## config.mk

```make
export PLATFORM = sky130hd
export DESIGN_NAME = bsfs_sequencer
export DESIGN_NICKNAME = d
export VERILOG_FILES = /design/src/hdl/bsfs_sequencer.v /design/src/hdl/bsfs_uv_filter.v
export VERILOG_INCLUDE_DIRS = /design/src /design/src/inc
export SDC_FILE = /design/constraint.sdc
export NUM_CORES = 1
export LEC_CHECK = 0
export ABC_AREA = 1
export BUFFER_PORTS_ARGS = -buffer_cell sky130_fd_sc_hd__buf_4
export CORE_UTILIZATION = 40
export CTS_CLUSTER_SIZE = 30
export DETAILED_ROUTE_END_ITERATION = 10
export MAX_ROUTING_LAYER = met4
export PLACE_DENSITY = 0.66
export SYNTH_ARGS = -nofsm -noshare
export SYNTH_HDL_FRONTEND = slang
export SYNTH_SLANG_ARGS = --single-unit
```

## constraint.sdc

```tcl
create_clock -name core_clk -period 1.8 [get_ports core_clk]
set_input_delay 0.27 -clock core_clk [delete_from_list [all_inputs] [get_ports core_clk]]
set_output_delay 0.27 -clock core_clk [all_outputs]
set_load 0.02 [all_outputs]
```

## src/inc/bsfs_defines.vh

```
// Constants for the soft-start and fault sequencer
`ifndef BSFS_DEFINES_VH
`define BSFS_DEFINES_VH
// Soft-start length in switching-clock cycles
`define BSFS_SS_CYCLES 1024
`define BSFS_SS_WIDTH 11
// Start-up times, microseconds, per variant
`define BSFS_SS_TIME_300K_US 3500
`define BSFS_SS_TIME_600K_US 1750
// Digital reference full scale (0.8 V maps to this code)
`define BSFS_REF_WIDTH 10
`define BSFS_REF_FULL 10'h3FF
// Undervoltage filter: time in ns and derived cycles at 50 MHz
`define BSFS_CLK_PERIOD_NS 20
`define BSFS_UV_FILTER_NS 2000
`define BSFS_UV_FILTER_CYC (`BSFS_UV_FILTER_NS / `BSFS_CLK_PERIOD_NS)
// Switching-clock dividers: 50 MHz / 300 kHz and 50 MHz / 600 kHz, rounded down
`define BSFS_SW_DIV_300K 8'hA6
`define BSFS_SW_DIV_600K 8'h53
`endif

```

## src/hdl/bsfs_sequencer.v

```verilog
// Soft-start and feedback undervoltage shutdown sequencer
//
// Functional notes
// RULE1: Soft start lasts 1024 switching-clock cycles after enable rises.
// RULE2: Start-up about 3.5 ms at 300 kHz, 1.75 ms at 600 kHz.
// RULE3: Enable below threshold clears the soft-start counter to zero.
// RULE4: Enable low keeps the high-side driver off.
// RULE5: Feedback compared against undervoltage threshold to catch shorts.
// RULE6: Filtered undervoltage turns both drivers off and latches.
// RULE7: Latch clears only by supply cycling, i.e. reset.
// RULE8: Low-side switch discharges output at start of start-up.
// RULE9: Comparator blanked for first half of start-up count.
// RULE10: Threshold is half the ramping soft-start reference.
// RULE11: Short during start-up trips the same shutdown latch.
// RULE12: Reference ramps monotonically to full scale, then holds.
`timescale 1ns/1ps
`default_nettype none
`include "bsfs_defines.vh"
module bsfs_sequencer #(
    parameter FAST_VARIANT = 0,
    parameter SS_CYCLES = `BSFS_SS_CYCLES,
    parameter DISCHARGE_CYCLES = 8,
    parameter UV_FILTER_CYC = `BSFS_UV_FILTER_CYC
) (
    // Clock and reset (reset stands for supply cycling)
    input wire core_clk,
    input wire rst_n,
    // Enable comparator: high while the pin is above its threshold
    input wire enable_above,
    // Digitised feedback_input, same scale as the reference
    input wire [`BSFS_REF_WIDTH-1:0] feedback_input,
    // Gate requests from the PWM modulator
    input wire pwm_high_req,
    input wire pwm_low_req,
    // Gate drivers
    output reg high_gate,
    output reg low_gate,
    // Reference for the error amplifier and status
    output reg [`BSFS_REF_WIDTH-1:0] ss_reference,
    output reg ss_done,
    output reg feedback_undervoltage_shutdown,
    output reg sw_tick
);
    // --------------------------------------------------------------
    // Switching-clock tick
    // --------------------------------------------------------------
    localparam [7:0] SW_DIV = FAST_VARIANT ? `BSFS_SW_DIV_600K :
                                             `BSFS_SW_DIV_300K;
    localparam [`BSFS_SS_WIDTH-1:0] SS_END = SS_CYCLES[`BSFS_SS_WIDTH-1:0];
    localparam [`BSFS_SS_WIDTH-1:0] SS_HALF = SS_END >> 1;

    localparam ST_OFF = 2'b00;
    localparam ST_DISCH = 2'b01;
    localparam ST_RAMP = 2'b10;
    localparam ST_RUN = 2'b11;

    reg [7:0] div_count;
    reg [1:0] state;
    reg [1:0] next_state;
    reg [`BSFS_SS_WIDTH-1:0] ss_count;
    reg [3:0] disch_count;
    reg uv_armed;
    wire uv_below;
    wire uv_trip;
    reg [`BSFS_REF_WIDTH-1:0] next_reference;

    // Tick sets the pace of the soft-start count [RULE2]
    always @(posedge core_clk or negedge rst_n) begin
        if (!rst_n) begin
            div_count <= 8'h00;
            sw_tick <= 1'b0;
        end else if (div_count == SW_DIV - 8'h01) begin
            div_count <= 8'h00;
            sw_tick <= 1'b1;
        end else begin
            div_count <= div_count + 8'h01;
            sw_tick <= 1'b0;
        end
    end

    // --------------------------------------------------------------
    // Sequencer
    // --------------------------------------------------------------
    always @* begin
        next_state = state;
        case (state)
            ST_OFF: begin
                if (enable_above)
                    next_state = ST_DISCH;
            end
            ST_DISCH: begin
                if (disch_count == DISCHARGE_CYCLES[3:0] && sw_tick)
                    next_state = ST_RAMP;
            end
            ST_RAMP: begin
                if (ss_count == SS_END - 1'b1 && sw_tick)
                    next_state = ST_RUN;
            end
            ST_RUN: begin
                next_state = ST_RUN;
            end
            default: begin
                next_state = ST_OFF;
            end
        endcase
        if (!enable_above)
            next_state = ST_OFF;
    end

    always @(posedge core_clk or negedge rst_n) begin
        if (!rst_n) begin
            state <= ST_OFF;
            ss_count <= {`BSFS_SS_WIDTH{1'b0}};
            disch_count <= 4'h0;
        end else begin
            state <= next_state;
            if (!enable_above) begin
                ss_count <= {`BSFS_SS_WIDTH{1'b0}}; // [RULE3]
                disch_count <= 4'h0;
            end else if (state == ST_DISCH && sw_tick) begin
                disch_count <= disch_count + 4'h1;
            end else if (state == ST_RAMP && sw_tick &&
                         ss_count != SS_END) begin
                ss_count <= ss_count + 1'b1; // [RULE1]
            end else if (next_state == ST_RUN) begin
                ss_count <= SS_END;
            end
        end
    end

    // Reference ramp: low counter bits used unscaled, full scale held at the end
    always @* begin
        if (ss_count >= SS_END)
            next_reference = `BSFS_REF_FULL; // [RULE12]
        else
            next_reference = ss_count[`BSFS_SS_WIDTH-2:0]; // [RULE12]
    end

    // --------------------------------------------------------------
    // Undervoltage detection and latch
    // --------------------------------------------------------------
    // Threshold is half the reference, so 0.4 V once at 0.8 V
    assign uv_below = ({1'b0, feedback_input} < // [RULE5]
        {2'b00, ss_reference[`BSFS_REF_WIDTH-1:1]}); // [RULE10]

    always @(posedge core_clk or negedge rst_n) begin
        if (!rst_n)
            uv_armed <= 1'b0;
        else
            uv_armed <= enable_above &&
                        (state == ST_RUN ||
                         (state == ST_RAMP && ss_count >= SS_HALF)); // [RULE9]
    end

    bsfs_uv_filter #(
        .CYCLES(UV_FILTER_CYC),
        .WIDTH(8)
    ) u_filter (
        .core_clk(core_clk),
        .rst_n(rst_n),
        .arm(uv_armed),
        .below(uv_below),
        .tripped(uv_trip)
    );

    // Only reset clears the latch; enable cannot, to avoid hiccup restart
    always @(posedge core_clk or negedge rst_n) begin
        if (!rst_n)
            feedback_undervoltage_shutdown <= 1'b0; // [RULE7]
        else if (uv_trip)
            feedback_undervoltage_shutdown <= 1'b1; // [RULE6] [RULE11]
    end

    // --------------------------------------------------------------
    // Outputs
    // --------------------------------------------------------------
    always @(posedge core_clk or negedge rst_n) begin
        if (!rst_n) begin
            high_gate <= 1'b0;
            low_gate <= 1'b0;
            ss_reference <= {`BSFS_REF_WIDTH{1'b0}};
            ss_done <= 1'b0;
        end else begin
            ss_reference <= enable_above ? next_reference :
                            {`BSFS_REF_WIDTH{1'b0}};
            // Done drops with enable on the same edge as the reference
            ss_done <= enable_above && (state == ST_RUN);
            if (feedback_undervoltage_shutdown || uv_trip) begin
                high_gate <= 1'b0; // [RULE6]
                low_gate <= 1'b0;
            end else if (!enable_above || state == ST_OFF) begin
                high_gate <= 1'b0; // [RULE4]
                low_gate <= 1'b0;
            end else if (state == ST_DISCH) begin
                high_gate <= 1'b0;
                low_gate <= 1'b1; // [RULE8]
            end else begin
                high_gate <= pwm_high_req;
                low_gate <= pwm_low_req && !pwm_high_req;
            end
        end
    end
endmodule
`default_nettype wire

```

## src/hdl/bsfs_uv_filter.v

```verilog
// Digital filter that qualifies the feedback undervoltage comparator
`timescale 1ns/1ps
`default_nettype none
module bsfs_uv_filter #(
    parameter CYCLES = 100,
    parameter WIDTH = 8
) (
    // Clock and reset
    input wire core_clk,
    input wire rst_n,
    // Comparator result and qualified fault
    input wire arm,
    input wire below,
    output reg tripped
);
    reg [WIDTH-1:0] count;

    // Fault must persist for CYCLES clocks; a glitch restarts the wait
    always @(posedge core_clk or negedge rst_n) begin
        if (!rst_n) begin
            count <= {WIDTH{1'b0}};
            tripped <= 1'b0;
        end else if (!(arm && below)) begin
            count <= {WIDTH{1'b0}};
            tripped <= 1'b0;
        end else if (count == CYCLES[WIDTH-1:0] - 1'b1) begin
            tripped <= 1'b1;
        end else begin
            count <= count + 1'b1;
        end
    end
endmodule
`default_nettype wire

```

==> results of run 1 <==
-- cells in the final DEF (no fill, tap or decap), drive strengths merged, types with 2 or more instances in the layout --
master  synthesis  final
a21oi          16     16
buf             3     30
clkbuf          1      6
dfrtp          50     50
ha             15     15
inv            40     41
nand2          57     57
nand3          32     32
nand3b          2      2
nand4           7      7
nor2           50     50
nor3            3      3
nor3b           4      4
nor4            2      2
o21a            2      2
o21ai           6      6
o21bai          2      2
or2             4      4
xnor2           2      2
xor2            5      5
-- cells by family after synthesis --
logic type	Yosys count	share of synthesized area, %
AOI/OAI and AO/OA	28	6.25
xor gates and xnor gates	7	2.34
adders and majority gates	15	7.15
buffers and inverters	44	6.68
DFF	50	47.7
and+or+nand+nor	162	29.9
-- critical path, stage by stage, from the launching register on --
cell and delay (ps):
dfrtp_1 430, inv_1 120, ha_1 180, nand3_1 90, o21bai_2 250, inv_2 110
nor2_8 190, nand3_1 90, nand2_1 70
-- layer usage --
metal	track usage (%)	wire, um	vias up
li1	-	-	1051
met1	19.7	2190	961
met2	25.4	2310	34
met3	3.18	198	5
met4	5.64	76	0
met5	-	0	-
-- metrics by stage --
stage          setup WS [ps]  total power [uW]  cells  area [um2]  utilization [%]
5_1_grt                 10.8              2140    418        3060             48.1
3_5_place_dp             191              1250    409        2920             46.0
6_report                 209              2060    418        3060             48.1
3_3_place_gp             206              1250    409        2920             46.0
2_1_floorplan            339              1190    306        2620                -
4_1_cts                  202              2080    418        3050             48.1
-- registers in the layout, summed over array words and instances (netlist names) --
| register | count |
|---|---|
| u_filter.tripped | 1 |
| feedback_undervoltage_shutdown | 1 |
| sw_tick | 1 |
| ss_reference | 10 |
| ss_count | 11 |
| ss_done | 1 |
| high_gate | 1 |
| disch_count | 4 |
| uv_armed | 1 |
| low_gate | 1 |
| div_count | 8 |
| u_filter.count | 8 |
| state | 2 |
-- power groups by stage --
stage	combinational, uW	clock (uW)	sequential (uW)
finish	96.6	833	1130
CTS	99.8	854	1130
global route	111	897	1130
detailed placement	97.7	0	1150
global placement	96.5	0	1150
floorplan	34.3	0	1150
-- timing repair --
| item | 4_1_cts | 5_1_grt |
|---|---|---|
| gates resized for setup | 0 | 1 |
| endpoints found under the setup margin | 0 | 2 |
| hold buffers | 1 | 0 |
| hold endpoints to repair | 30 | 0 |
-- cell type report --
| cell class | instances | area [um2] | share of cell area (%) |
|---|---|---|---|
| clock buffers | 6 | 82.6 | 2.70 |
| flip-flops and latches | 50 | 1250 | 40.9 |
| multi-input cells | 212 | 1200 | 39.3 |
| well taps | 77 | 96.3 | 3.15 |
| inverters | 40 | 150 | 4.91 |
| repair buffers | 31 | 235 | 7.70 |
| clock inverters | 2 | 38.8 | 1.27 |
-- worst max path at each step --
stage	startpoint	end	slack, ps	cells after the start
5_1_grt	disch_count[0]$_DFFE_PN0P_	ss_count[4]$_DFFE_PN0P_	10	9
6_report	ss_count[0]$_DFFE_PN0P_	ss_count[5]$_DFFE_PN0P_	210	8
3_5_place_dp	feedback_input[5]	u_filter.count[6]$_DFFE_PN0P_	190	7
2_1_floorplan	ss_reference[6]$_DFF_PN0_	u_filter.count[6]$_DFFE_PN0P_	340	7
3_3_place_gp	feedback_input[5]	u_filter.count[1]$_DFFE_PN0P_	210	7
4_1_cts	ss_reference[4]$_DFF_PN0_	u_filter.count[6]$_DFFE_PN0P_	200	7
==> Flow_metrics.wiki, run 1 <==
{| class="wikitable"
! Metric !! Value
|-
| Status || finished clean
|-
| Switch share || between 20% and 30%
|-
| Via count of the routed design || between 2,000 and 2,500
|-
| Net load switching power || 435 uW
|-
| Worst skew pair latency || slightly above 300 ps
|-
| Fraction of layout instances using a drive strength above 1 || a little under a fifth
|-
| Synthesized area || 0.00262 mm2
|-
| End point of the worst hold path || high_gate$_DFF_PN0_
|-
| Filler instances || just over 600
|-
| Maximum vdd ir drop || a little over 0.3 mV
|-
| Share of async-settable or async-resettable flops after synthesis || 100%
|-
| WL/cell || roughly 11 um
|-
| Part of the total power dissipated in combinational logic || under 10%
|-
| Arrival time at the worst endpoint || around 1800 ps
|-
| Number of flops mapped to enable cells by yosys || 0
|-
| Distinct cells, synth || 33
|-
| Data required time at the worst endpoint || between 2000 and 2500 ps
|-
| Antenna diode instance count || 0
|-
| Area growth from synthesis to layout || 16.5%
|-
| Placer Congestion || ~0.92
|-
| Nets || 370
|-
| Area of the placeable core || about 0.0063 mm2
|-
| Die width || ~83 um
|-
| R2R depth || 8
|-
| Maximum clock frequency || approximately 630 MHz
|-
| Count of TritonRoute iterations in the first routing pass || 4
|-
| H-tree depth reported by CTS || 2
|-
| Per-cell via count in the routed design || around 4.9
|-
| Total clock buffers created by CTS || 5
|-
| # setup viols final || 0
|-
| Number of core rows || 29
|-
| Number of remaining DRC errors || 0
|-
| Number of antenna violations at the first check in global routing || 0
|-
| Total wire length || approximately 4800 um
|-
| Ports || 30
|-
| Clock transition at the registers of the reported paths || roughly 90 ps
|-
| Post-synthesis cell count || between 300 and 400
|-
| Global router's overall resource usage || approximately 16%
|-
| Reg power frac || about 55%
|-
| Wire length of the first global-routing pass || 8600 um
|-
| Standby leakage power || between 0.001 and 0.0015 uW
|-
| Number of max-cap violations || 0
|-
| Fraction of the cycle the final worst path needs || between 80% and 90%
|-
| Largest area contributor in the netlist || dfrtp_1
|-
| Cell chosen for the clock root || clkbuf_8
|-
| TritonCTS clock tree || built
|-
| GR Overflow Total || 0
|-
| Capture instance of the worst register-to-register path || ss_count[5]$_DFFE_PN0P_
|-
| Post-DP HPWL || about 3500 um
|-
| Top cell type's share of synthesized area || 47.7%
|-
| Type of the worst setup path || reg -> reg
|-
| Worst clock skew on the final layout || between 10 and 15 ps
|-
| Startpoint Class || flip-flop
|-
| Startpoint of the lowest-slack hold path || pwm_high_req
|-
| Starting density of the core || between 40% and 50%
|-
| Maximum number of pins on one net before global-route repair || a little over 50
|-
| Slew headroom || between 50% and 60%
|-
| R2r startpoint || ss_count[0]$_DFFE_PN0P_
|-
| Clock buffer depth || 2
|-
| Clk sink count || 50
|-
| Via count of the first global-routing pass || around 2,000
|-
| Most used standard cell by instance count after synthesis || nand2_1
|-
| Number of cells on the worst hold path || 3
|-
| Most used DFF post-synth || dfrtp_1
|-
| Cell types occupying the most area after synthesis || dfrtp_1, nand2_1, ha_1
|-
| Count of buffers inserted at the top-level ports || 29
|-
| Nature of the critical path endpoint || flip-flop
|-
| Vertical die dimension || ~83 um
|-
| Synth warn || 0
|-
| Hold Fails Final Rpt || 0
|-
| Number of post-CTS setup repair buffers || 0
|-
| Die outline area || approximately 0.0069 mm2
|-
| Remaining number of nets flagged by the antenna check after routing || 0
|-
| Classification of the worst-slack hold path || in -> reg
|-
| Transition at the pin with the smallest max-transition slack || slightly above 600 ps
|-
| Peak fanout along the critical path || 10
|-
| Total nets after synthesis || between 300 and 400
|-
| Clock share of power || between 40% and 50%
|-
| Fin crit period || about 1600 ps
|-
| Hold Worst Slack || between 150 and 200 ps
|-
| Number of flip-flops and latches in the synthesized netlist || 50
|-
| Worst R2R Setup Slack || around 210 ps
|-
| Setup_tns || 0 ps
|-
| Cell internal power dissipation || between 1500 and 2000 uW
|-
| Sequential-to-total area share from yosys stat || between 40 and 50%
|-
| Final Max Slew Viols || 0
|-
| Drt initial violations || ~160
|-
| Setup repair after global routing missed its margin || no
|-
| Areal power density over the cells || between 600 and 700 mW/mm2
|-
| Average size of a mapped cell || 8.57 um2
|-
| Cell types with the highest counts after synthesis || nand2_1, dfrtp_1, nor2_1
|}
Note: power is estimated with default switching activity, not from simulation.
==> inputs of run 2 (changes only) <==
--- a/config.mk
+++ b/config.mk
@@ -8,6 +8,7 @@
 export LEC_CHECK = 0
 export ABC_AREA = 1
 export BUFFER_PORTS_ARGS = -buffer_cell sky130_fd_sc_hd__buf_4
+export CORE_ASPECT_RATIO = 1.75
 export CORE_UTILIZATION = 40
 export CTS_CLUSTER_SIZE = 30
 export DETAILED_ROUTE_END_ITERATION = 10
==> run 2 against run 1 <==
Compared with the run above:
- power decreased by 9.7%
- critical path depth is 2 lower
- final cell count is 1.2% higher
- worst hold slack improved by 4.1 ps
- first-iteration DRC count down 26%
- highest routed layer unchanged
- non-clock buffer count increased by 2
- combinational power up 2.4%
- wire length rose by 8.6%
- critical path type unchanged
==> Flow_metrics.wiki, run 2 (synthesized netlist as in run 1, its figures left out) <==
{| class="wikitable"
! Metric !! Value
|-
| Standby leakage power || 0.00144 uW (-0.56%)
|-
| Finished Cell Area || 0.00304 mm2 (-0.70%)
|-
| Die width || 63.2 um (-24%)
|-
| R2R depth || 6 (-2)
|-
| Number of core rows || 38 (+31%)
|-
| Placed Instance Area || 0.00294 mm2 (+0.64%)
|-
| Status || finished clean
|-
| Final Max Slew Viols || 0 (unchanged)
|-
| Drt initial violations || 120 (-26%)
|-
| Fin crit period || 1630 ps (+37.2 ps)
|-
| Dominant delay contributor by cell family on the critical path || simple AND/OR/NAND/NOR gates
|-
| Number of post-CTS setup repair buffers || 0 (unchanged)
|-
| Highest metal layer with signal wires || met4
|-
| Number of remaining DRC errors || 0 (unchanged)
|-
| Areal power density over the cells || 612 mW/mm2 (-9.0%)
|-
| Cell chosen for the clock root || clkbuf_8
|-
| Maximum vdd ir drop || 0.301 mV (-1.5%)
|-
| Number of gates resized after cts || 0 (unchanged)
|-
| Clock transition at the registers of the reported paths || 90 ps (about the same)
|-
| Remaining number of nets flagged by the antenna check after routing || 0 (unchanged)
|-
| Total wire length || 5190 um (+8.6%)
|-
| WL/cell || 12.3 um (+7.3%)
|-
| Slew headroom || 59.0% (-0.72 points)
|-
| Register with the most flip-flops || ss_count
|-
| Net load switching power || 419 uW (-3.8%)
|-
| Area growth from synthesis to layout || 15.7%
|-
| TritonCTS clock tree || built
|-
| Per-cell via count in the routed design || 4.93 (+0.50%)
|-
| Classification of the worst-slack hold path || in -> reg
|-
| Cell count after placement || 414 (+1.2%)
|-
| Transition at the pin with the smallest max-transition slack || 616 ps (+10.8 ps)
|-
| Switch share || 22.6% (+1.4 points)
|-
| Number of max-cap violations || 0 (unchanged)
|-
| Type of the worst setup path || reg -> reg
|-
| Fraction of the cycle the final worst path needs || 90.4% (+2.1 points)
|-
| Ports || 30 (unchanged)
|-
| Placer Congestion || 0.851 (-7.1%)
|-
| Startpoint Class || flip-flop
|-
| Nature of the critical path endpoint || flip-flop
|-
| Worst path bufs/invs || 1 (-1)
|-
| Area of the placeable core || 0.00628 mm2 (-1.2%)
|-
| Worst-path cell with the longest stage delay || dfrtp_1
|-
| Worst skew pair latency || 300 ps (about the same)
|-
| Post-layout util || 48.4% (+0.23 points)
|-
| Nets || 372 (+0.54%)
|-
| Most common cell after layout, fill and taps aside || nand2_1
|-
| Hold Fails Final Rpt || 0 (unchanged)
|-
| Count of TritonRoute iterations in the first routing pass || 4 (unchanged)
|-
| Vertical die dimension || 109 um (+32%)
|-
| Commonest non-fill, non-tap cells in the layout || nand2_1, dfrtp_1, nor2_1
|-
| Cell Count, Final, Fillers Out || 423 (+1.2%)
|-
| Filler instances || 623 (+2.3%)
|-
| Setup_tns || 0 ps (unchanged)
|-
| Worst clock skew on the final layout || 5.10 ps (-5.98 ps)
|-
| Global router's overall resource usage || 17.6% (+1.8 points)
|-
| Peak fanout along the critical path || 9 (-1)
|-
| Count of buffers inserted at the top-level ports || 29 (unchanged)
|-
| Critical-path cell list || inv_1 -> ha_1 -> nor3b_1 -> o21a_1 -> nand3_1 -> nor3_1
|-
| Starting density of the core || 41.8% (+0.49 points)
|-
| Via count of the first global-routing pass || 2,025 (+2.4%)
|-
| Wire length on met3 || 145 um (-27%)
|-
| Number of cells on the critical path || 6 (-2)
|-
| Maximum number of pins on one net before global-route repair || 51 (unchanged)
|-
| Clock buffer depth || 2 (unchanged)
|-
| Number of buffers added to fix hold violations after cts || 1 (unchanged)
|-
| Clk sink count || 50 (unchanged)
|-
| Number of antenna violations at the first check in global routing || 0 (unchanged)
|-
| Part of the total power dissipated in combinational logic || 5.3% (+0.6 points)
|-
| Via count of the routed design || 2,086 (+1.7%)
|-
| Detailed-route wire length on metal 1 || 2030 um (-7.5%)
|-
| Cell internal power dissipation || 1440 uW (-11%)
|-
| Arrival time at the worst endpoint || 1850 ps (+20 ps)
|-
| Antenna diode instance count || 0 (unchanged)
|-
| Fraction of layout instances using a drive strength above 1 || 19.2% (+0.18 points)
|-
| Data required time at the worst endpoint || 2020 ps (-20 ps)
|-
| Number of flip-flops in the largest register || 11 (unchanged)
|-
| Reg power frac || 60.7% (+5.9 points)
|-
| Number of cells on the worst hold path || 3 (unchanged)
|-
| Total clock buffers created by CTS || 5 (unchanged)
|-
| Maximum clock frequency || 614 MHz (-2.3%)
|-
| GR Overflow Total || 0 (unchanged)
|-
| H-tree depth reported by CTS || 2 (unchanged)
|-
| Die outline area || 0.00690 mm2 (+0.18%)
|-
| Setup repair after global routing missed its margin || no
|-
| Met2 wire len || 2940 um (+27%)
|-
| Highest cell delay on the worst timing path || 360 ps (-70 ps)
|-
| Clock share of power || 34.0% (-6.5 points)
|-
| # setup viols final || 0 (unchanged)
|-
| Wire length of the first global-routing pass || 9010 um (+4.7%)
|-
| Largest registers in the final layout || ss_count x11, ss_reference x10
|-
| Post-DP HPWL || 4030 um (+14%)
|}
## run 2: changes by cell type in the layout (fill, tap and decap cells not counted)
cell,before,now
buf_4,30,32
bufinv_16,1,0
clkbuf_1,0,1
clkbuf_8,6,5
clkinv_2,0,1
clkinv_4,0,1
inv_6,1,0
nand2_2,4,5
nand2_4,1,0
## run 2: worst reg2reg max path, stage by stage (launching register included)
cell and delay [ps]:
dfrtp_1 360, inv_1 50, ha_1 170, nor3b_1 280
o21a_1 180, nand3_1 280, nor3_1 220
## run 2: area by class of cell
class / instances / area, um2 / area share, %
tap: 80 / 100 / 3.30
clock buffer: 6 / 72.6 / 2.39
multi-input combinational: 212 / 1200 / 39.4
timing repair buffer: 33 / 250 / 8.24
inverter: 40 / 150 / 4.95
clock inverter: 2 / 13.8 / 0.453
sequential: 50 / 1250 / 41.2
## run 2: path summary, 6_finish.rpt
| kind | from | end | slack, ps |
|---|---|---|---|
| worst max-delay path | ss_reference[9]$_DFF_PN0_ | u_filter.count[6]$_DFFE_PN0P_ | 170 |
| worst min-delay path | pwm_high_req | high_gate$_DFF_PN0_ | 200 |
| worst max register to register | ss_reference[9]$_DFF_PN0_ | u_filter.count[6]$_DFFE_PN0P_ | 170 |
| worst min register to register | u_filter.tripped$_DFFE_PN0P_ | feedback_undervoltage_shutdown$_DFFE_PN0P_ | 470 |
| max in group asynchronous | rst_n | disch_count[3]$_DFFE_PN0P_ | 870 |
| min in group asynchronous | rst_n | u_filter.count[6]$_DFFE_PN0P_ | 510 |
## run 2: power groups by stage
stage	logic (uW)	clock network [uW]	registers (uW)
after global routing	114	717	1130
final	98.9	632	1130
after CTS	102	668	1130
after floorplan	34.3	0	1150
after global placement	97.6	0	1150
after detailed placement	100	0	1150
## run 2: through the flow
stage	hold WS [ps]	setup slack, ps	power [uW]
floorplan	-25.6	339	1190
global placement	328	152	1250
detailed placement	331	119	1250
CTS	181	108	1900
global route	174	5.03	1960
finish	199	172	1860
## run 2: routing by layer
metal | GRT usage, % | up-vias
li1 | - | 1061
met1 | 17.2 | 986
met2 | 33.0 | 33
met3 | 3.24 | 6
met4 | 7.95 | 0
met5 | - | -
